File: src/inc/remote_i2c_pkg.sv
// Constants, register map and state types shared by the control-channel block.
package remote_i2c_pkg;

	// ==========================================================
	// Register offsets
	localparam logic [7:0] ADDR_INPUT_CRC = 8'h04;
	localparam logic [7:0] ADDR_BUS_OPT = 8'h05;
	localparam logic [7:0] ADDR_DES = 8'h06;
	localparam logic [7:0] ADDR_T0 = 8'h07;
	localparam logic [7:0] ADDR_ALIAS = 8'h08;
	localparam logic [7:0] ADDR_CRC_LO = 8'h0a;
	localparam logic [7:0] ADDR_CRC_HI = 8'h0b;

	// ==========================================================
	// Reset values
	localparam logic [7:0] RST_INPUT_CRC = 8'h80;
	localparam logic [7:0] RST_BUS_OPT = 8'h00;
	localparam logic [6:0] RST_ADDR7 = 7'h00;
	localparam logic RST_FREEZE = 1'b0;

	// ==========================================================
	// Field positions
	localparam int BIT_FAILSAFE = 7;
	localparam int BIT_CRC_CLR = 5;
	localparam int BIT_SDA_DLY_LO = 3;
	localparam int BIT_WR_BLOCK = 2;
	localparam int BIT_WD_SPEED = 1;
	localparam int BIT_WD_DIS = 0;
	localparam int BIT_FREEZE = 0;
	localparam int ADDR_FIELD_LO = 1;

	// ==========================================================
	// Structure
	localparam int NUM_PORTS = 2;
	localparam int CRC_WIDTH = 16;
	localparam int BUS_CLEAR_PULSES = 9;

	// ==========================================================
	// Timing
	localparam int unsigned CLK_PERIOD_NS = 8;
	localparam int unsigned CLK_HZ = 1000000000 / CLK_PERIOD_NS;
	localparam int unsigned SDA_BASE_NS = 240;
	localparam int unsigned SDA_STEP_NS = 40;
	localparam int unsigned SDA_BASE_CYC = SDA_BASE_NS / CLK_PERIOD_NS;
	localparam int unsigned SDA_STEP_CYC = SDA_STEP_NS / CLK_PERIOD_NS;
	localparam int unsigned WD_LONG_S = 1;
	localparam int unsigned WD_LONG_CYC = WD_LONG_S * CLK_HZ;
	localparam int unsigned WD_SHORT_US = 50;
	localparam int unsigned WD_SHORT_CYC = (WD_SHORT_US * 1000) / CLK_PERIOD_NS;
	localparam int unsigned SCL_HALF_NS = 5000;
	localparam int unsigned SCL_HALF_CYC = SCL_HALF_NS / CLK_PERIOD_NS;

	// ==========================================================
	// Watchdog states
	typedef enum logic [1:0] {
		WD_WATCH = 2'b00,
		WD_FREE = 2'b01,
		WD_CLEAR = 2'b10
	} wd_state_t;

endpackage

File: src/inc/wdog_if.sv
// Carrier between the register bank and the bus watchdog.
`timescale 1ns/100ps
interface wdog_if;
	logic disable_wd;
	logic speedup;
	logic bus_free;
	logic clearing;
	logic scl_o;
	logic scl_oe;

	modport ctrl (
		output disable_wd,
		output speedup,
		input bus_free,
		input clearing,
		input scl_o,
		input scl_oe
	);

	modport timer (
		input disable_wd,
		input speedup,
		output bus_free,
		output clearing,
		output scl_o,
		output scl_oe
	);
endinterface

File: src/logic/crc_err_counter.sv
// Saturating back channel CRC error counter with a level clear.
`timescale 1ns/100ps
module crc_err_counter
	import remote_i2c_pkg::*;
#(
	parameter int WIDTH = CRC_WIDTH
) (
	input wire logic mclk,
	input wire logic resetn,
	input wire logic clear,
	input wire logic err,
	output logic [WIDTH-1:0] count_q
);
	logic [WIDTH-1:0] count_d;

	// Clear is a level and wins over a counted error, so the count stays at zero while held.
	assign count_d = clear ? '0 :
		(err && (count_q != '1)) ? count_q + 1'b1 : count_q;

	always_ff @(posedge mclk or negedge resetn) begin
		if (!resetn) begin
			count_q <= '0;
		end else begin
			count_q <= count_d;
		end
	end
endmodule

File: src/logic/i2c_bus_watchdog.sv
// I2C bus watchdog: idle timeout, bus-free flag and nine-pulse bus clear.
`timescale 1ns/100ps
module i2c_bus_watchdog
	import remote_i2c_pkg::*;
#(
	parameter int unsigned LONG_CYCLES = WD_LONG_CYC,
	parameter int unsigned SHORT_CYCLES = WD_SHORT_CYC,
	parameter int unsigned HALF_CYCLES = SCL_HALF_CYC
) (
	input wire logic mclk,
	input wire logic resetn,
	wdog_if.timer wd,
	input wire logic scl_in,
	input wire logic sda_in
);
	wd_state_t state_q;
	logic [31:0] cnt_q;
	logic [3:0] pulses_q;
	logic scl_prev_q;
	logic sda_prev_q;
	logic free_q;
	logic oe_q;
	wire activity;
	wire [31:0] limit;
	wire expired;
	wire half_done;

	assign activity = (scl_in ^ scl_prev_q) | (sda_in ^ sda_prev_q);
	assign limit = wd.speedup ? 32'(SHORT_CYCLES) : 32'(LONG_CYCLES);
	assign expired = (cnt_q >= limit - 32'h1);
	assign half_done = (cnt_q >= 32'(HALF_CYCLES) - 32'h1);

	assign wd.bus_free = free_q;
	assign wd.clearing = (state_q == WD_CLEAR);
	assign wd.scl_oe = oe_q;
	assign wd.scl_o = 1'b0;

	always_ff @(posedge mclk or negedge resetn) begin
		if (!resetn) begin
			scl_prev_q <= 1'b1;
			sda_prev_q <= 1'b1;
		end else begin
			scl_prev_q <= scl_in;
			sda_prev_q <= sda_in;
		end
	end

	// The pulse train is open drain: SCL is pulled low for one half period, then released.
	always_ff @(posedge mclk or negedge resetn) begin
		if (!resetn) begin
			state_q <= WD_WATCH;
			cnt_q <= 32'h0;
			pulses_q <= 4'h0;
			free_q <= 1'b0;
			oe_q <= 1'b0;
		end else if (wd.disable_wd) begin
			state_q <= WD_WATCH;
			cnt_q <= 32'h0;
			pulses_q <= 4'h0;
			free_q <= 1'b0;
			oe_q <= 1'b0;
		end else begin
			case (state_q)
				WD_WATCH: begin
					if (activity) begin
						cnt_q <= 32'h0;
					end else if (expired) begin
						cnt_q <= 32'h0;
						if (sda_in) begin
							free_q <= 1'b1;
							state_q <= WD_FREE;
						end else begin
							oe_q <= 1'b1;
							pulses_q <= 4'h0;
							state_q <= WD_CLEAR;
						end
					end else begin
						cnt_q <= cnt_q + 32'h1;
					end
				end
				WD_FREE: begin
					if (activity) begin
						free_q <= 1'b0;
						cnt_q <= 32'h0;
						state_q <= WD_WATCH;
					end
				end
				WD_CLEAR: begin
					if (half_done) begin
						cnt_q <= 32'h0;
						if (oe_q) begin
							oe_q <= 1'b0;
							pulses_q <= pulses_q + 4'h1;
						end else if (pulses_q == 4'(BUS_CLEAR_PULSES)) begin
							state_q <= WD_WATCH;
						end else begin
							oe_q <= 1'b1;
						end
					end else begin
						cnt_q <= cnt_q + 32'h1;
					end
				end
				default: begin
					state_q <= WD_WATCH;
					cnt_q <= 32'h0;
					oe_q <= 1'b0;
				end
			endcase
		end
	end
endmodule

File: src/logic/remote_i2c_channel_control.sv
// Register bank and address handling for the serializer's control channel.
`timescale 1ns/100ps

module remote_i2c_channel_control
	import remote_i2c_pkg::*;
#(
	parameter int unsigned WD_LONG_CYCLES = WD_LONG_CYC,
	parameter int unsigned WD_SHORT_CYCLES = WD_SHORT_CYC,
	parameter int unsigned SCL_HALF_CYCLES = SCL_HALF_CYC
) (
	input wire logic mclk,
	input wire logic resetn,
	input wire logic [7:0] reg_addr,
	input wire logic [7:0] reg_wdata,
	input wire logic reg_wr,
	input wire logic reg_rd,
	input wire logic reg_from_remote,
	output logic [7:0] reg_rdata_q,
	output logic reg_rvalid_q,
	output logic reg_wr_refused_q,
	input wire logic second_port_select,
	input wire logic [NUM_PORTS-1:0] rx_lock,
	input wire logic [NUM_PORTS-1:0][6:0] rx_des_addr,
	input wire logic [NUM_PORTS-1:0] crc_err,
	input wire logic txn_valid,
	input wire logic txn_port,
	input wire logic [6:0] txn_addr,
	output logic fwd_valid_q,
	output logic [6:0] fwd_addr_q,
	output logic fwd_remapped_q,
	output logic fwd_miss_q,
	input wire logic scl_in,
	input wire logic sda_in,
	output logic scl_out,
	output logic scl_oe,
	output logic bus_free_q,
	output logic bus_clearing_q,
	output logic failsafe_low_q,
	output logic [5:0] sda_delay_cycles_q
);

	// ==========================================================
	// Helpers

	// An address field of zero never matches; that is how a zero disables a path.
	function automatic logic addr_hit(input logic [6:0] addr, input logic [6:0] field);
		addr_hit = (field != 7'h00) && (addr == field);
	endfunction

	// ==========================================================
	// Register storage
	logic [7:0] input_crc_q;
	logic [7:0] bus_opt_q;
	logic [NUM_PORTS-1:0][6:0] des_addr_q;
	logic [NUM_PORTS-1:0] freeze_q;
	logic [NUM_PORTS-1:0][6:0] t0_addr_q;
	logic [NUM_PORTS-1:0][6:0] alias_q;
	logic [NUM_PORTS-1:0] lock_prev_q;
	logic [NUM_PORTS-1:0][CRC_WIDTH-1:0] crc_count;

	// ==========================================================
	// Write decode
	wire wr_block;
	wire wr_ok;
	wire wr_refused;
	wire wr_input_crc;
	wire wr_bus_opt;
	wire wr_des;
	wire wr_t0;
	wire wr_alias;
	wire crc_clear;

	assign wr_block = bus_opt_q[BIT_WR_BLOCK];
	// Only register writes are gated; the forwarding path below ignores this bit.
	assign wr_refused = reg_wr && reg_from_remote && wr_block;
	assign wr_ok = reg_wr && !wr_refused;
	assign wr_input_crc = wr_ok && (reg_addr == ADDR_INPUT_CRC);
	assign wr_bus_opt = wr_ok && (reg_addr == ADDR_BUS_OPT);
	assign wr_des = wr_ok && (reg_addr == ADDR_DES);
	assign wr_t0 = wr_ok && (reg_addr == ADDR_T0);
	assign wr_alias = wr_ok && (reg_addr == ADDR_ALIAS);
	assign crc_clear = input_crc_q[BIT_CRC_CLR];

	// ==========================================================
	// Shared registers

	// Reserved positions are masked on write, so they always hold zero.
	localparam logic [7:0] INPUT_CRC_MASK = 8'ha0;
	localparam logic [7:0] BUS_OPT_MASK = 8'h1f;

	always_ff @(posedge mclk or negedge resetn) begin
		if (!resetn) begin
			input_crc_q <= RST_INPUT_CRC;
		end else if (wr_input_crc) begin
			input_crc_q <= reg_wdata & INPUT_CRC_MASK;
		end
	end

	always_ff @(posedge mclk or negedge resetn) begin
		if (!resetn) begin
			bus_opt_q <= RST_BUS_OPT;
		end else if (wr_bus_opt) begin
			bus_opt_q <= reg_wdata & BUS_OPT_MASK;
		end
	end

	// ==========================================================
	// Per-port registers
	wire psel;

	assign psel = second_port_select;

	generate
		for (genvar p = 0; p < NUM_PORTS; p++) begin : g_port
			wire port_hit;
			wire lock_rise;

			assign port_hit = (psel == 1'(p));
			assign lock_rise = rx_lock[p] && !lock_prev_q[p];

			// A software write in the same cycle as a lock edge wins over the auto-load.
			always_ff @(posedge mclk or negedge resetn) begin
				if (!resetn) begin
					des_addr_q[p] <= RST_ADDR7;
					freeze_q[p] <= RST_FREEZE;
				end else if (wr_des && port_hit) begin
					des_addr_q[p] <= reg_wdata[7:ADDR_FIELD_LO];
					freeze_q[p] <= reg_wdata[BIT_FREEZE];
				end else if (lock_rise && !freeze_q[p]) begin
					des_addr_q[p] <= rx_des_addr[p];
				end
			end

			always_ff @(posedge mclk or negedge resetn) begin
				if (!resetn) begin
					t0_addr_q[p] <= RST_ADDR7;
				end else if (wr_t0 && port_hit) begin
					t0_addr_q[p] <= reg_wdata[7:ADDR_FIELD_LO];
				end
			end

			always_ff @(posedge mclk or negedge resetn) begin
				if (!resetn) begin
					alias_q[p] <= RST_ADDR7;
				end else if (wr_alias && port_hit) begin
					alias_q[p] <= reg_wdata[7:ADDR_FIELD_LO];
				end
			end

			always_ff @(posedge mclk or negedge resetn) begin
				if (!resetn) begin
					lock_prev_q[p] <= 1'b0;
				end else begin
					lock_prev_q[p] <= rx_lock[p];
				end
			end

			// The clear bit is common to both ports' counters.
			crc_err_counter #(
				.WIDTH(CRC_WIDTH)
			) u_crc (
				.mclk(mclk),
				.resetn(resetn),
				.clear(crc_clear),
				.err(crc_err[p]),
				.count_q(crc_count[p])
			);
		end
	endgenerate

	// ==========================================================
	// Read path
	logic [7:0] rd_mux;
	wire [CRC_WIDTH-1:0] crc_sel;

	assign crc_sel = crc_count[psel];

	always_comb begin
		case (reg_addr)
			ADDR_INPUT_CRC: rd_mux = input_crc_q;
			ADDR_BUS_OPT: rd_mux = bus_opt_q;
			ADDR_DES: rd_mux = {des_addr_q[psel], freeze_q[psel]};
			ADDR_T0: rd_mux = {t0_addr_q[psel], 1'b0};
			ADDR_ALIAS: rd_mux = {alias_q[psel], 1'b0};
			ADDR_CRC_LO: rd_mux = crc_sel[7:0];
			ADDR_CRC_HI: rd_mux = crc_sel[15:8];
			default: rd_mux = 8'h00;
		endcase
	end

	always_ff @(posedge mclk or negedge resetn) begin
		if (!resetn) begin
			reg_rdata_q <= 8'h00;
			reg_rvalid_q <= 1'b0;
			reg_wr_refused_q <= 1'b0;
		end else begin
			reg_rvalid_q <= reg_rd;
			reg_wr_refused_q <= wr_refused;
			if (reg_rd) begin
				reg_rdata_q <= rd_mux;
			end
		end
	end

	// ==========================================================
	// Transaction forwarding
	wire [6:0] txn_des;
	wire [6:0] txn_t0;
	wire [6:0] txn_alias;
	wire des_hit;
	wire t0_hit;

	assign txn_des = des_addr_q[txn_port];
	assign txn_t0 = t0_addr_q[txn_port];
	assign txn_alias = alias_q[txn_port];
	assign des_hit = addr_hit(txn_addr, txn_des);
	// The alias only opens a path when the remapped address is also non-zero.
	assign t0_hit = !des_hit && addr_hit(txn_addr, txn_alias) && (txn_t0 != 7'h00);

	always_ff @(posedge mclk or negedge resetn) begin
		if (!resetn) begin
			fwd_valid_q <= 1'b0;
			fwd_addr_q <= 7'h00;
			fwd_remapped_q <= 1'b0;
			fwd_miss_q <= 1'b0;
		end else begin
			fwd_valid_q <= txn_valid && (des_hit || t0_hit);
			fwd_remapped_q <= txn_valid && t0_hit;
			fwd_miss_q <= txn_valid && !(des_hit || t0_hit);
			if (txn_valid) begin
				fwd_addr_q <= t0_hit ? txn_t0 : txn_addr;
			end
		end
	end

	// ==========================================================
	// Bus watchdog
	wdog_if wd ();

	assign wd.disable_wd = bus_opt_q[BIT_WD_DIS];
	assign wd.speedup = bus_opt_q[BIT_WD_SPEED];

	i2c_bus_watchdog #(
		.LONG_CYCLES(WD_LONG_CYCLES),
		.SHORT_CYCLES(WD_SHORT_CYCLES),
		.HALF_CYCLES(SCL_HALF_CYCLES)
	) u_wdog (
		.mclk(mclk),
		.resetn(resetn),
		.wd(wd.timer),
		.scl_in(scl_in),
		.sda_in(sda_in)
	);

	// SCL enable and bus-free are timer flops and pass straight through; scl_o is a constant low and clearing is registered below.
	assign scl_out = wd.scl_o;
	assign scl_oe = wd.scl_oe;
	assign bus_free_q = wd.bus_free;

	always_ff @(posedge mclk or negedge resetn) begin
		if (!resetn) begin
			bus_clearing_q <= 1'b0;
		end else begin
			bus_clearing_q <= wd.clearing;
		end
	end

	// ==========================================================
	// Static outputs
	wire [1:0] sda_sel;

	assign sda_sel = bus_opt_q[BIT_SDA_DLY_LO +: 2];

	// Delay is given in mclk cycles: 30 cycles for 240 ns plus 5 per step.
	always_ff @(posedge mclk or negedge resetn) begin
		if (!resetn) begin
			failsafe_low_q <= RST_INPUT_CRC[BIT_FAILSAFE];
			sda_delay_cycles_q <= 6'(SDA_BASE_CYC);
		end else begin
			failsafe_low_q <= input_crc_q[BIT_FAILSAFE];
			sda_delay_cycles_q <= 6'(SDA_BASE_CYC + SDA_STEP_CYC * 32'(sda_sel));
		end
	end

endmodule

File: config.mk
export PLATFORM = sky130hd
export DESIGN_NAME = remote_i2c_channel_control
export DESIGN_NICKNAME = d
export VERILOG_FILES = /design/src/inc/remote_i2c_pkg.sv /design/src/inc/wdog_if.sv /design/src/logic/crc_err_counter.sv /design/src/logic/i2c_bus_watchdog.sv /design/src/logic/remote_i2c_channel_control.sv
export SDC_FILE = /design/constraint.sdc
export NUM_CORES = 1
export LEC_CHECK = 0
export ABC_AREA = 1
export BUFFER_PORTS_ARGS = -buffer_cell sky130_fd_sc_hd__buf_2
export CORE_MARGIN = 5
export CORE_UTILIZATION = 65
export DETAILED_ROUTE_END_ITERATION = 10
export GPL_ROUTABILITY_DRIVEN = 0
export PLACE_DENSITY_LB_ADDON = 0.3
export SYNTH_ARGS = -nofsm -noshare
export SYNTH_HDL_FRONTEND = slang
export SYNTH_SLANG_ARGS = --single-unit
File: constraint.sdc
create_clock -name mclk -period 5.5 [get_ports mclk]
set_clock_uncertainty 0.05 [all_clocks]
set_input_delay 0 -clock mclk [delete_from_list [all_inputs] [get_ports mclk]]
set_output_delay 0 -clock mclk [all_outputs]
set_load 0.02 [all_outputs]
* After elaboration in Yosys (flattened, before gate mapping)
Index checks and enable logic that the tools add are counted.
** Word-level totals
- Logic and storage cells :: 182
- Output and inout port bits :: 31
- Register bits :: 155
- Input port bits :: 51
** Operators by class
- Bitwise logic cells :: 4
- Reduce and logical (&&, ||, !) cells :: 49
- Muxes and demuxes :: 63
- $lt $le $gt $ge :: 4
- Multiply operators :: 1
- $add $sub $neg :: 6
- Eq/ne operators :: 24
** Operators by type and width (number)
- 2-to-1 mux 32 bit :: 5
- 2-to-1 mux 7 bit :: 17
- 2-to-1 mux 16 bit :: 6
- one-hot mux 32 bit (3 select lines) :: 1
- one-hot mux 8 bit (7 select lines) :: 1
- adder 16 x 1 -> 16 bit, second input constant :: 2
- adder 32 x 1 -> 32 bit, second input constant :: 1
- equality test 8 x 3 -> 1 bit, second input constant :: 4
- greater-or-equal comparator 32 x 10 -> 1 bit, second input constant :: 1
- greater-or-equal comparator 32 bit :: 1
- != test 16 bit, second input constant :: 2
- subtractor 32 x 1 -> 32 bit, second input constant :: 1
- logical AND 1 bit :: 27
- 2-to-1 mux 27 bit :: 1
- equality test 8 x 4 -> 1 bit, second input constant :: 3
- 2-to-1 mux 4 bit :: 6
- nonzero test 7 bit :: 3
- 2-to-1 mux 2 bit :: 8
- != test 3 x 2 -> 1 bit, second input constant :: 5
- equality test 7 bit :: 2
- 2-to-1 mux 1 bit :: 14
- != test 3 bit, second input constant :: 4
- AND reduction 6 bit :: 2
- AND reduction 5 bit :: 2
- 20 further kinds :: 32

* Logic depth before layout (Yosys ltp)
Gate-level depths: netlist of the first run.
- Depth in word-level cells :: 10
- Depth in mapped cells :: 14
- Mapped depth without buffers :: 13

* Modules after synthesis
From an unflattened synthesis of the first run, not the netlist that was laid out.
** Unflattened totals
- Cell total of the unflattened synthesis :: 1432
- Area, all modules :: 10087.2 um2
** Modules (own cells, without submodules)
- remote_i2c_channel_control :: sequential area each 2034.5 um2, cells an instance 683, times used 1, area an instance 4713.3 um2
- i2c_bus_watchdog :: sequential area each 1053.5 um2, cells an instance 461, times used 1, area an instance 3299.4 um2
- crc_err_counter :: sequential area each 400.4 um2, cells an instance 144, times used 2, area an instance 1037.2 um2

* Worst setup path before layout of the first run
No wires, ideal clock.
- Path type :: flip-flop to flip-flop
- Start :: register bus_opt_q[1]
- End :: register u_wdog.state_q[0]
- Buffers on the path :: 1
- Stages on the path, launching flop included :: 10
- Data required time :: 5.319 ns
- Data arrival time :: 1.862 ns
- Setup slack :: 3.457 ns
- Period minus slack after synthesis :: 2.043 ns
- Setup time :: 0.131 ns
- Path through :: dfrtp_1 -> ha_1 -> a21o_1 -> o21ai_1 -> nand2_1 -> a21oi_1 -> nand3_1 -> buf_4 -> nand3_1 -> nand2_1
** On the way
- Longest elaborated chain between the ends :: 5
** RTL lines
- from (decl) :: line remote_i2c_channel_control.sv:53 : logic [7:0] bus_opt_q;
- from (signal assigned) :: line remote_i2c_channel_control.sv:103 : bus_opt_q <= reg_wdata & BUS_OPT_MASK;
- 2-to-1 mux 27 bit :: line i2c_bus_watchdog.sv:29 : assign limit = wd.speedup ? 32'(SHORT_CYCLES) : 32'(LONG_CYCLES);
- subtractor 32 x 1 -> 32 bit :: line i2c_bus_watchdog.sv:30 : assign expired = (cnt_q >= limit - 32'h1);
- greater-or-equal comparator 32 bit :: line i2c_bus_watchdog.sv:30
- != test 3 x 2 -> 1 bit (no source line)
- AND reduction 6 bit (no source line)
- to (signal assigned) :: line i2c_bus_watchdog.sv:51 : state_q <= WD_WATCH;
- to (signal assigned) :: line i2c_bus_watchdog.sv:57 : state_q <= WD_WATCH;
- to (signal assigned) :: line i2c_bus_watchdog.sv:71 : state_q <= WD_FREE;
- to (decl) :: line i2c_bus_watchdog.sv:16 : wd_state_t state_q;
Every way passes these cells.
A chain may end at the register's enable or synchronous reset.

* Worst setup path after layout of the first run
- Start :: register bus_opt_q[2]
- End :: register des_addr_q[4] in the netlist's numbering
** On the way
- Longest elaborated chain between the ends :: 6
** RTL lines
- logical AND 1 bit * :: line remote_i2c_channel_control.sv:75 : assign wr_refused = reg_wr && reg_from_remote && wr_block;
- via wr_refused :: line remote_i2c_channel_control.sv:65 : wire wr_refused;
- zero test 1 bit * :: line remote_i2c_channel_control.sv:76 : assign wr_ok = reg_wr && !wr_refused;
- logical AND 1 bit * :: line remote_i2c_channel_control.sv:76
- logical AND 1 bit * :: line remote_i2c_channel_control.sv:79 : assign wr_des = wr_ok && (reg_addr == ADDR_DES);
- logical AND 1 bit * :: line remote_i2c_channel_control.sv:126 : end else if (wr_des && port_hit) begin
- 2-to-1 mux 7 bit or nonzero test 2 bit (tied branches)
- to (signal, indexed assignment) :: line remote_i2c_channel_control.sv:127 : des_addr_q[p] <= reg_wdata[7:ADDR_FIELD_LO];
- to (signal, indexed assignment) :: line remote_i2c_channel_control.sv:130 : des_addr_q[p] <= rx_des_addr[p];
- to (decl) :: line remote_i2c_channel_control.sv:54 : logic [NUM_PORTS-1:0][6:0] des_addr_q;
The timed path passes the listed nets; every way through them passes the cells marked *.

==> impl_metrics.toml, run 1 <==
[setup_path]
crit_type = "flop to flop"
regToRegSetupSlack_ns = 2.35
arrival_ns = 3.43
crit_path_start_kind = "flop"
required_ns = 5.78
worstPathMaxFanout = 17
r2r-start = "bus_opt_q[2]"
rr_worst_depth = 9
endpoint_kind = "flop"
rr_endpoint = "des_addr_q[4]"

[die]
row_count = 44
die_y_um = 131
coreArea_um2 = 14500
fp.dieW_um = 131
ios = 82
die-area_um2 = 17200
start_util_pct = 65.9

[layout]
area_growth_pct = 15.4
drive_gt1_share_pct = 10.1
nNetsFinal = 1530
fillers = 1060
layout.cells.non_filler = 1654

[synthesis]
synth_edf_count = 0
syn-instance-count = 1347
synth_area_leader_cell = "dfrtp_1"
ys_seq_area_share_pct = 40.8
yosys_warnings = 0
avgSynthCellArea_um2 = 7.08
ys_seq_elements = 155
ys.flop_type = "dfrtp_1"
async_reset_ff_share_pct = 100
ys_top_cells_by_count = "nand2_1, inv_1, dfrtp_1"
synth_nets = 1421
ys_top_cells_by_area = "dfrtp_1, nand2_1, inv_1, o21ai_0, nand3_1"
synth.distinct_cells = 50
syn-cell-area_um2 = 9540
yosysTopAreaCellShare_pct = 38.6
synth_most_common_cell = "nand2_1"

[sta]
final_hold_viol_count = 0
rsz0062_at_grt = "false"
finalSetupViolations = 0
drv_slew = 0
layout_setup_ws_ns = 2.35
max_slew_margin_pct = 38.3
period_needed_ns = 3.15
fmax_ghz = 0.317
fin_setup_tns_ns = 0
fin_crit_sh_pct = 57.3
tightest_slew_ns = 0.924

[global_routing]
antenna_found_initial = 1
grt_max_degree = 96
gr-total-overflow = 0
grt_usage_pct = 32.2
grt_pass1_wl_um = 45700
grt_pass1_vias = 9284

[detailed_routing]
ant_nets = 0
drt_wl_total_um = 27800
viasPerCell = 5.94
wl_per_cell_um = 16.8
vias = 9829
drc = 0
dr.pass1.iters = 6
drtIter0Drc = 1177

[clocking]
clkTransAtPathRegs_ns = 0.07
cts_tree = "yes"
cts_buffer_depth = 2
post-cts-setup-buffers = 0
cts_resized = 0
cts_htree_levels = 4
hold_buffers = 46
clk_latency_ns = 0.45
cts_inserted_buffers = 17
cts_num_sinks = 155
ctsRootBufferMaster = "clkbuf_16"

[place]
pre_cts_slack_ns = 2.73
port_buffers = 80
place_inst = 1575
hpwl_um = 18400

[power]
clkPwrFrac_pct = 36.7
p_leak_nw = 5.58
p_comb_share_pct = 20.9
powerDensity_nw_per_um2 = 291
p_int_mw = 2.13
ir_drop_mv = 0.269
switching_share_pct = 33.3
switchingPower_mw = 1.07
pwr-share-seq_pct = 42.4

[worst_hold_path]
hp-class = "input pin to flop"
min_from = "crc_err[1]"
whs_endpoint = "g_port[1].u_crc.count_q[13]"
worstHoldPathCells = 3

[job]
cap_viol_max_count = 0

[status]
status = "completed"
==> sequential cells by signal (all words and copies together), names as in the netlist, 2 cells and up <==
| register | flops |
|---|---|
| des_addr_q | 14 |
| lock_prev_q | 2 |
| freeze_q | 2 |
| u_wdog.cnt_q | 32 |
| t0_addr_q | 14 |
| fwd_addr_q | 7 |
| u_wdog.pulses_q | 4 |
| u_wdog.state_q | 2 |
| reg_rdata_q | 8 |
| sda_delay_cycles_q | 6 |
| g_port.u_crc.count_q | 32 |
| input_crc_q | 2 |
| bus_opt_q | 5 |
| alias_q | 14 |
==> area by class of cell <==
class	count	area [um^2]	share of cell area [%]
Antenna cell	1	2.50	0.0227
Clock buffer	22	474	4.31
Clock inverter	10	106	0.966
Inverter	190	718	6.52
Multi-Input combinational cell	965	4710	42.8
Sequential cell	155	3890	35.3
Tap cell	184	230	2.09
Timing Repair Buffer	127	875	7.94
==> per-layer routing <==
layer	track usage (%)	share of wire, %	up-vias	routed length [um]
li1	-	-	4584	-
met1	41.5	38	4467	10600
met2	51.3	47	612	13000
met3	8.03	9.8	166	2710
met4	15.2	5.0	0	1390
met5	0	0	-	0
==> layout by cell type (no fill, tap or decap), types with 4 or more instances in the layout <==
cell type / n
buf_2: 79
dlygate4sd3_1: 46
o211ai_1: 10
dfstp_2: 8
o21ai_1: 7
clkbuf_16: 17
inv_1: 184
o22ai_1: 6
xor2_1: 20
nor4_1: 15
dfrtp_1: 147
inv_6: 4
nand2_2: 5
nor2_1: 122
o221ai_1: 4
nand4_1: 38
nor3_1: 29
ha_1: 23
o21ai_0: 109
a21oi_1: 36
o31ai_1: 6
nand2_1: 400
nand3_1: 95
==> logic make-up after synthesis <==
group           count (synthesis)  share of synthesized area, %
flops                         155                          40.8
simple gates                  724                          32.9
mux                             3                         0.315
buf+inv                       227                          9.82
xor+xnor                       22                          2.02
fa+ha+maj                      23                          3.02
compound gates                192                          11.1
other cells                     1                        0.0393
==> power by group through the flow <==
| stage | combinational (mW) | sequential, mW | clock [mW] |
|---|---|---|---|
| floorplan | 0.442 | 1.37 | 0 |
| global placement | 0.594 | 1.37 | 0 |
| detailed placement | 0.617 | 1.37 | 0 |
| CTS | 0.652 | 1.35 | 1.17 |
| global route | 0.763 | 1.37 | 1.23 |
| finish | 0.669 | 1.36 | 1.17 |
==> stage by stage <==
stage	hold slack, ns	power [mW]	cell area [um^2]	utilization [%]
global route	0.0645	3.36	11000	76.0
CTS	0.0122	3.18	11000	76.0
finish	0.0267	3.20	11000	76.0
global placement	0.0745	1.96	9960	68.8
detailed placement	0.0777	1.99	9960	68.8
floorplan	-0.346	1.81	9540	-
==> how the worst max path moves through the flow <==
stage	to	slack [ns]	cells after the start	start
4_1_cts	des_addr_q[9]	2.56	9	bus_opt_q[2]
5_1_grt	des_addr_q[4]	2.14	8	second_port_select
3_5_place_dp	des_addr_q[4]	2.73	7	second_port_select
2_1_floorplan	u_wdog.state_q[0]	3.46	9	bus_opt_q[1]
3_3_place_gp	des_addr_q[2]	2.89	7	second_port_select
6_report	des_addr_q[4]	2.35	9	bus_opt_q[2]
==> critical path, stage by stage (launching register included) <==
cell and delay, ns:
dfrtp_1 0.43, nand2_1 0.08, nor2_1 0.04, nor2_1 0.56, nand3_1 0.62, o21ai_2 0.26, inv_1 0.14, nand2_1 0.12
o211ai_1 0.12, dlygate4sd3_1 0.61
Note: power is estimated with default switching activity, not from simulation.
==> inputs of run 2 (changes only) <==
--- a/config.mk
+++ b/config.mk
@@ -5,10 +5,10 @@
 export SDC_FILE = /design/constraint.sdc
 export NUM_CORES = 1
 export LEC_CHECK = 0
-export ABC_AREA = 1
+export ABC_AREA = 0
 export BUFFER_PORTS_ARGS = -buffer_cell sky130_fd_sc_hd__buf_2
 export CORE_MARGIN = 5
-export CORE_UTILIZATION = 65
+export CORE_UTILIZATION = 60
 export DETAILED_ROUTE_END_ITERATION = 10
 export GPL_ROUTABILITY_DRIVEN = 0
 export PLACE_DENSITY_LB_ADDON = 0.3
==> constraint.sdc (replaced) <==
create_clock -name mclk -period 3.1 [get_ports mclk]
set_clock_uncertainty 0.05 [all_clocks]
set_input_delay 0 -clock mclk [delete_from_list [all_inputs] [get_ports mclk]]
set_output_delay 0 -clock mclk [all_outputs]
set_load 0.02 [all_outputs]
==> run 2 against run 1 <==
Effect of this change: worst setup slack got worse by 2.1 ns; clock-buffer cell count fell by 1; worst hold slack got worse by 0.018 ns; critical path depth fell by 1; maximum frequency rose by 10%; first-iteration DRC count fell by 27%; register-to-register slack got worse by 2.1 ns; wire length fell by 7.6%; largest power group unchanged.
==> impl_metrics.toml, run 2 <==
[status]
status = "completed"

[global_routing]
grt_usage_pct = 29.7
grt_max_degree = 82
grt_pass1_vias = 7934
antenna_found_initial = 0
grt_pass1_wl_um = 42400
gr-total-overflow = 0

[layout]
final_cell_mix = "dfrtp_1, nand2_1, nor2_1"
area_growth_pct = 19.3
final_common_cell = "dfrtp_1"
fillers = 1044
antenna_cells = 0
nNetsFinal = 1141
drive_gt1_share_pct = 20.0
reg_top3 = "g_port.u_crc.count_q (32), u_wdog.cnt_q (32)"
utilization_pct = 72.4

[synthesis]
synth_area_leader_cell = "dfrtp_1"
synth_edf_count = 0
syn-cell-area_um2 = 9120
yosys_warnings = 0
yosysTopAreaCellShare_pct = 40.3
synth.distinct_cells = 82
ys_top_cells_by_count = "dfrtp_1, nand2_1, nor2_1"
avgSynthCellArea_um2 = 9.73
ys_seq_elements = 155
ys_seq_area_share_pct = 42.6
synth_most_common_cell = "dfrtp_1"
synth_nets = 1012
ys_top_cells_by_area = "dfrtp_1, mux2_2, mux2i_1, nand2_1, nor2_1"
syn-instance-count = 938
async_reset_ff_share_pct = 100
ys.flop_type = "dfrtp_1"

[die]
fp.dieW_um = 133
row_count = 45
start_util_pct = 60.7
ios = 82
die_y_um = 133
die-area_um2 = 17800
coreArea_um2 = 15000

[setup_path]
crit_path_start_kind = "flop"
worstPathMaxFanout = 12
crit_type = "flop to flop"
endpoint_kind = "flop"
max_stage_delay_ns = 0.61
crit_path_top_delay_cell = "dlygate4sd3_1"
required_ns = 3.35
arrival_ns = 3.10
crit_top_cell = "nor4_1"
path_cells = "nor4_1 -> a21oi_1 -> nor4_1 -> nor4_2 -> buf_4 -> o211ai_2 -> dlygate4sd3_1 -> o311ai_1"

[sta]
finalSetupViolations = 0
fin_setup_tns_ns = 0
rsz0062_at_grt = "false"
final_hold_viol_count = 0
drv_slew = 0
tightest_slew_ns = 0.771
fmax_ghz = 0.350
max_slew_margin_pct = 48.6
fin_crit_sh_pct = 92.0
period_needed_ns = 2.85

[detailed_routing]
ant_nets = 0
drtIter0Drc = 860
viasPerCell = 6.31
drt_wl_total_um = 25700
dr.pass1.iters = 5
wl_per_cell_um = 20.3
vias = 7998
drc = 0

[clocking]
cts_htree_levels = 4
clk_latency_ns = 0.44
cts_inserted_buffers = 17
ctsRootBufferMaster = "clkbuf_16"
cts_num_sinks = 155
cts_tree = "yes"
post-cts-setup-buffers = 0
cts_buffer_depth = 2
clkTransAtPathRegs_ns = 0.06

[job]
cap_viol_max_count = 0

[place]
hpwl_um = 16800
port_buffers = 80

[worst_hold_path]
hp-class = "input pin to flop"

[power]
ir_drop_mv = 0.435
powerDensity_nw_per_um2 = 501
p_leak_nw = 4.89
## run 2: changes by cell type in the layout (fill, tap and decap cells not counted), moves of 26 or more
cell     delta
nand4_1    -26
nor2_1     -41
mux2i_1    +44
mux2_2     +44
o21ai_0    -78
nand2_1   -317
nand3_1    -53
xnor2_1    +27
inv_1     -151
## run 2: cell type report
type | count | area (um^2) | share of cell area (%)
Clock buffer | 21 | 470 | 4.32
Clock inverter | 11 | 143 | 1.31
Inverter | 33 | 124 | 1.14
Multi-Input combinational cell | 701 | 4870 | 44.8
Sequential cell | 155 | 3890 | 35.7
Tap cell | 188 | 235 | 2.16
Timing Repair Buffer | 159 | 1150 | 10.6
## run 2: cell families after synthesis
logic type	count (synthesis)	synth area share [%]
AOI/OAI and AO/OA	179	13.6
xor gates and xnor gates	54	5.18
adders and majority gates	23	3.15
buffers and inverters	82	4.02
DFF	155	42.6
muxes	95	11.4
other	1	0.0411
and+or+nand+nor	349	20.0
## run 2: timing repair
item	4_1_cts	5_1_grt
hold buffers	60	0
endpoints found under the hold margin	157	0
gates resized for setup	0	0
## run 2: through the flow
stage	total power, mW	cells	instance area (um^2)	hold slack, ns	worst slack (ns)
3_3_place_gp	3.17	1176	9670	0.0408	0.546
2_1_floorplan	2.90	938	9120	-0.346	0.758
4_1_cts	5.43	1268	10900	0.00687	0.392
5_1_grt	5.67	1268	10900	0.0603	0.163
6_report	5.45	1268	10900	0.00907	0.247
3_5_place_dp	3.19	1176	9670	0.0459	0.391
## run 2: path summary, 6_finish.rpt
check / startpoint / endpoint / slack, ns / cells after the start
min: crc_err[0] / g_port[0].u_crc.count_q[6] / 0.009 / 5
max reg2reg: des_addr_q[5] / fwd_addr_q[1] / 0.25 / 8
min reg2reg: input_crc_q[7] / failsafe_low_q / 0.35 / 0
min in group asynchronous: resetn / u_wdog.cnt_q[10] / 0.13 / 2
max in group asynchronous: resetn / g_port[1].u_crc.count_q[14] / 2.01 / 3
max: des_addr_q[5] / fwd_addr_q[1] / 0.25 / 8
## run 2: routing by layer
metal	wire length (um)	part of all wire [%]	GRT usage (%)
met3	1940	7.5	6.57
met2	12100	47	46.5
met5	0	0	0
met1	11000	43	41.2
met4	728	2.8	9.89
## run 2: worst max-delay path, delay by kind of cell (launching register included)
family | cells | cell delay [ns]
flops | 1 | 0.42
buf+inv | 2 | 0.83
simple gates | 3 | 1.02
compound gates | 3 | 0.39
## run 2: report_power, final
| part | switching [mW] | internal (mW) | leakage [nW] | total [mW] |
|---|---|---|---|---|
| combinational | 0.446 | 0.395 | 2.56 | 0.842 |
| sequential | 0.240 | 2.20 | 2.04 | 2.44 |
| clock | 0.843 | 1.32 | 0.287 | 2.17 |
==> inputs of run 3 (changes only) <==
--- a/config.mk
+++ b/config.mk
@@ -8,10 +8,10 @@
 export ABC_AREA = 0
 export BUFFER_PORTS_ARGS = -buffer_cell sky130_fd_sc_hd__buf_2
 export CORE_MARGIN = 5
-export CORE_UTILIZATION = 60
+export CORE_UTILIZATION = 35
 export DETAILED_ROUTE_END_ITERATION = 10
 export GPL_ROUTABILITY_DRIVEN = 0
-export PLACE_DENSITY_LB_ADDON = 0.3
+export PLACE_DENSITY = 0.59
 export SYNTH_ARGS = -nofsm -noshare
 export SYNTH_HDL_FRONTEND = slang
 export SYNTH_SLANG_ARGS = --single-unit
==> run 3 against run 2 <==
Effect of this change: clock power decreased by 6%; first-iteration DRC count shrank 24%; worst hold slack improved by 0.052 ns; sequential power barely moved; global-route usage down 12 points; critical path type unchanged.
==> impl_metrics.toml, run 3 (same netlist as run 2, synthesis figures left out) <==
[detailed_routing]
dr.pass1.iters = 5
ant_nets = 0
viasPerCell = 5.40
wl_per_cell_um = 17.8
drc = 0
vias = 7715
drtIter0Drc = 654
drt_wl_total_um = 25400

[die]
fp.dieW_um = 171
row_count = 59
die-area_um2 = 29400
coreArea_um2 = 25800
ios = 82
die_y_um = 171
start_util_pct = 35.3

[place]
hpwl_um = 18400
pre_cts_slack_ns = 0.463
port_buffers = 80

[power]
clkPwrFrac_pct = 38.2
switching_share_pct = 29.7
ir_drop_mv = 0.377
p_leak_nw = 4.95
powerDensity_nw_per_um2 = 475
p_comb_share_pct = 15.9
p_int_mw = 3.73
pwr-share-seq_pct = 45.9
switchingPower_mw = 1.58

[setup_path]
arrival_ns = 3.31
critical_path_buf_inv_count = 2
crit_path_start_kind = "flop"
rr_worst_depth = 8
worstPathMaxFanout = 7
crit_family = "buffers and inverters"
rr_endpoint = "fwd_addr_q[5]"
r2r-start = "t0_addr_q[0]"
crit_path_top_delay_cell = "dlygate4sd3_1"
required_ns = 3.41
max_stage_delay_ns = 0.62
endpoint_kind = "flop"
regToRegSetupSlack_ns = 0.10
path_cells = "or4_1 -> nor4_2 -> o21ai_1 -> nand4_4 -> o211ai_2 -> dlygate4sd3_1 -> o311ai_1 -> dlygate4sd3_1"
crit_type = "flop to flop"
crit_top_cell = "dlygate4sd3_1"

[layout]
ff_latch_area_um2 = 3890
fillers = 2470
nNetsFinal = 1156
final_common_cell = "dfrtp_1"
area_growth_pct = 22.4
reg_top3 = "g_port.u_crc.count_q (32), u_wdog.cnt_q (32)"
multi_input_area_um2 = 4910
drive_gt1_share_pct = 21.2
final_cell_mix = "dfrtp_1, nand2_1, nor2_1"
antenna_cells = 0

[sta]
fmax_ghz = 0.334
period_needed_ns = 3.00
max_slew_margin_pct = 52.8
holdWs_ns = 0.0609
fin_crit_sh_pct = 96.7
final_hold_viol_count = 0
layout_setup_ws_ns = 0.104
finalSetupViolations = 0
tightest_slew_ns = 0.703
drv_slew = 0

[worst_hold_path]
worstHoldPathCells = 5
whs_endpoint = "g_port[0].u_crc.count_q[6]"
min_from = "crc_err[0]"
hp-class = "input pin to flop"

[clocking]
clkTransAtPathRegs_ns = 0.07
cts_tree = "yes"
cts_num_sinks = 155
cts_inserted_buffers = 17
cts_buffer_depth = 2
ctsRootBufferMaster = "clkbuf_16"
cts_htree_levels = 4
clk_latency_ns = 0.43

[global_routing]
grt_max_degree = 70
grt_usage_pct = 17.5
grt_pass1_wl_um = 40900
grt_pass1_vias = 7481
antenna_found_initial = 0
gr-total-overflow = 0

[job]
cap_viol_max_count = 0

[status]
status = "completed"
-- run 3: cell types whose count changed in the layout (fill, tap and decap cells not counted), sizes merged --
cell           previous run  this run
buf                      99       111
bufinv                    3         1
clkbuf                   21        19
clkdlybuf4s15             0         1
clkinvlp                  5         1
dlygate4sd3              60        62
inv                      33        41
-- run 3: worst max-delay path by stage --
stage | startpoint | to | slack, ns | depth (start not counted)
after floorplan | bus_opt_q[1] | u_wdog.cnt_q[27] | 0.76 | 8
after global placement | u_wdog.cnt_q[17] | u_wdog.cnt_q[8] | 0.48 | 8
after detailed placement | bus_opt_q[1] | u_wdog.cnt_q[8] | 0.46 | 8
after CTS | des_addr_q[5] | fwd_addr_q[1] | 0.03 | 9
after global routing | t0_addr_q[7] | fwd_addr_q[5] | -0.02 | 8
final | t0_addr_q[0] | fwd_addr_q[5] | 0.10 | 8
-- run 3: final cells by class --
type | instances | area share [%]
multi-input cells | 701 | 43.9
flip-flops and latches | 155 | 34.8
clock buffers | 19 | 3.88
well taps | 335 | 3.75
inverters | 33 | 1.11
repair buffers | 174 | 11.4
clock inverters | 13 | 1.16
-- run 3: power by group through the flow --
| stage | registers [mW] | logic [mW] | clock network (mW) |
|---|---|---|---|
| 2_1_floorplan | 2.40 | 0.498 | 0 |
| 3_3_place_gp | 2.46 | 0.729 | 0 |
| 3_5_place_dp | 2.47 | 0.744 | 0 |
| 4_1_cts | 2.43 | 0.834 | 2.07 |
| 5_1_grt | 2.46 | 0.949 | 2.14 |
| 6_report | 2.44 | 0.843 | 2.03 |
-- run 3: repair_timing --
| item | 4_1_cts | 5_1_grt |
|---|---|---|
| gates resized for setup | 0 | 5 |
| setup buffers | 0 | 10 |
| hold endpoints to repair | 147 | 0 |
| hold buffers | 62 | 0 |
| endpoints found under the setup margin | 0 | 3 |
-- run 3: metrics by stage --
stage / utilization [%] / instance area, um^2 / setup TNS [ns] / instances / power (mW)
after floorplan: - / 9120 / 0 / 938 / 2.90
after global placement: 38.2 / 9870 / 0 / 1325 / 3.19
after detailed placement: 38.2 / 9870 / 0 / 1325 / 3.22
after CTS: 42.8 / 11100 / 0 / 1419 / 5.33
after global routing: 43.2 / 11200 / -0.0219 / 1430 / 5.56
final: 43.2 / 11200 / 0 / 1430 / 5.31
-- run 3: worst reg2reg max path, stage by stage (launching register included) --
cell,delay [ns]
dfrtp_1,0.44
or4_1,0.55
nor4_2,0.16
o21ai_1,0.17
nand4_4,0.17
o211ai_2,0.08
dlygate4sd3_1,0.59
o311ai_1,0.11
dlygate4sd3_1,0.62
-- run 3: per-layer routing --
layer	track usage (%)	vias to the layer above	routed length, um
met5	0	-	0
met4	5.82	0	629
met3	2.96	42	1350
met2	26.4	228	11500
met1	25.4	3760	12000
li1	-	3685	-
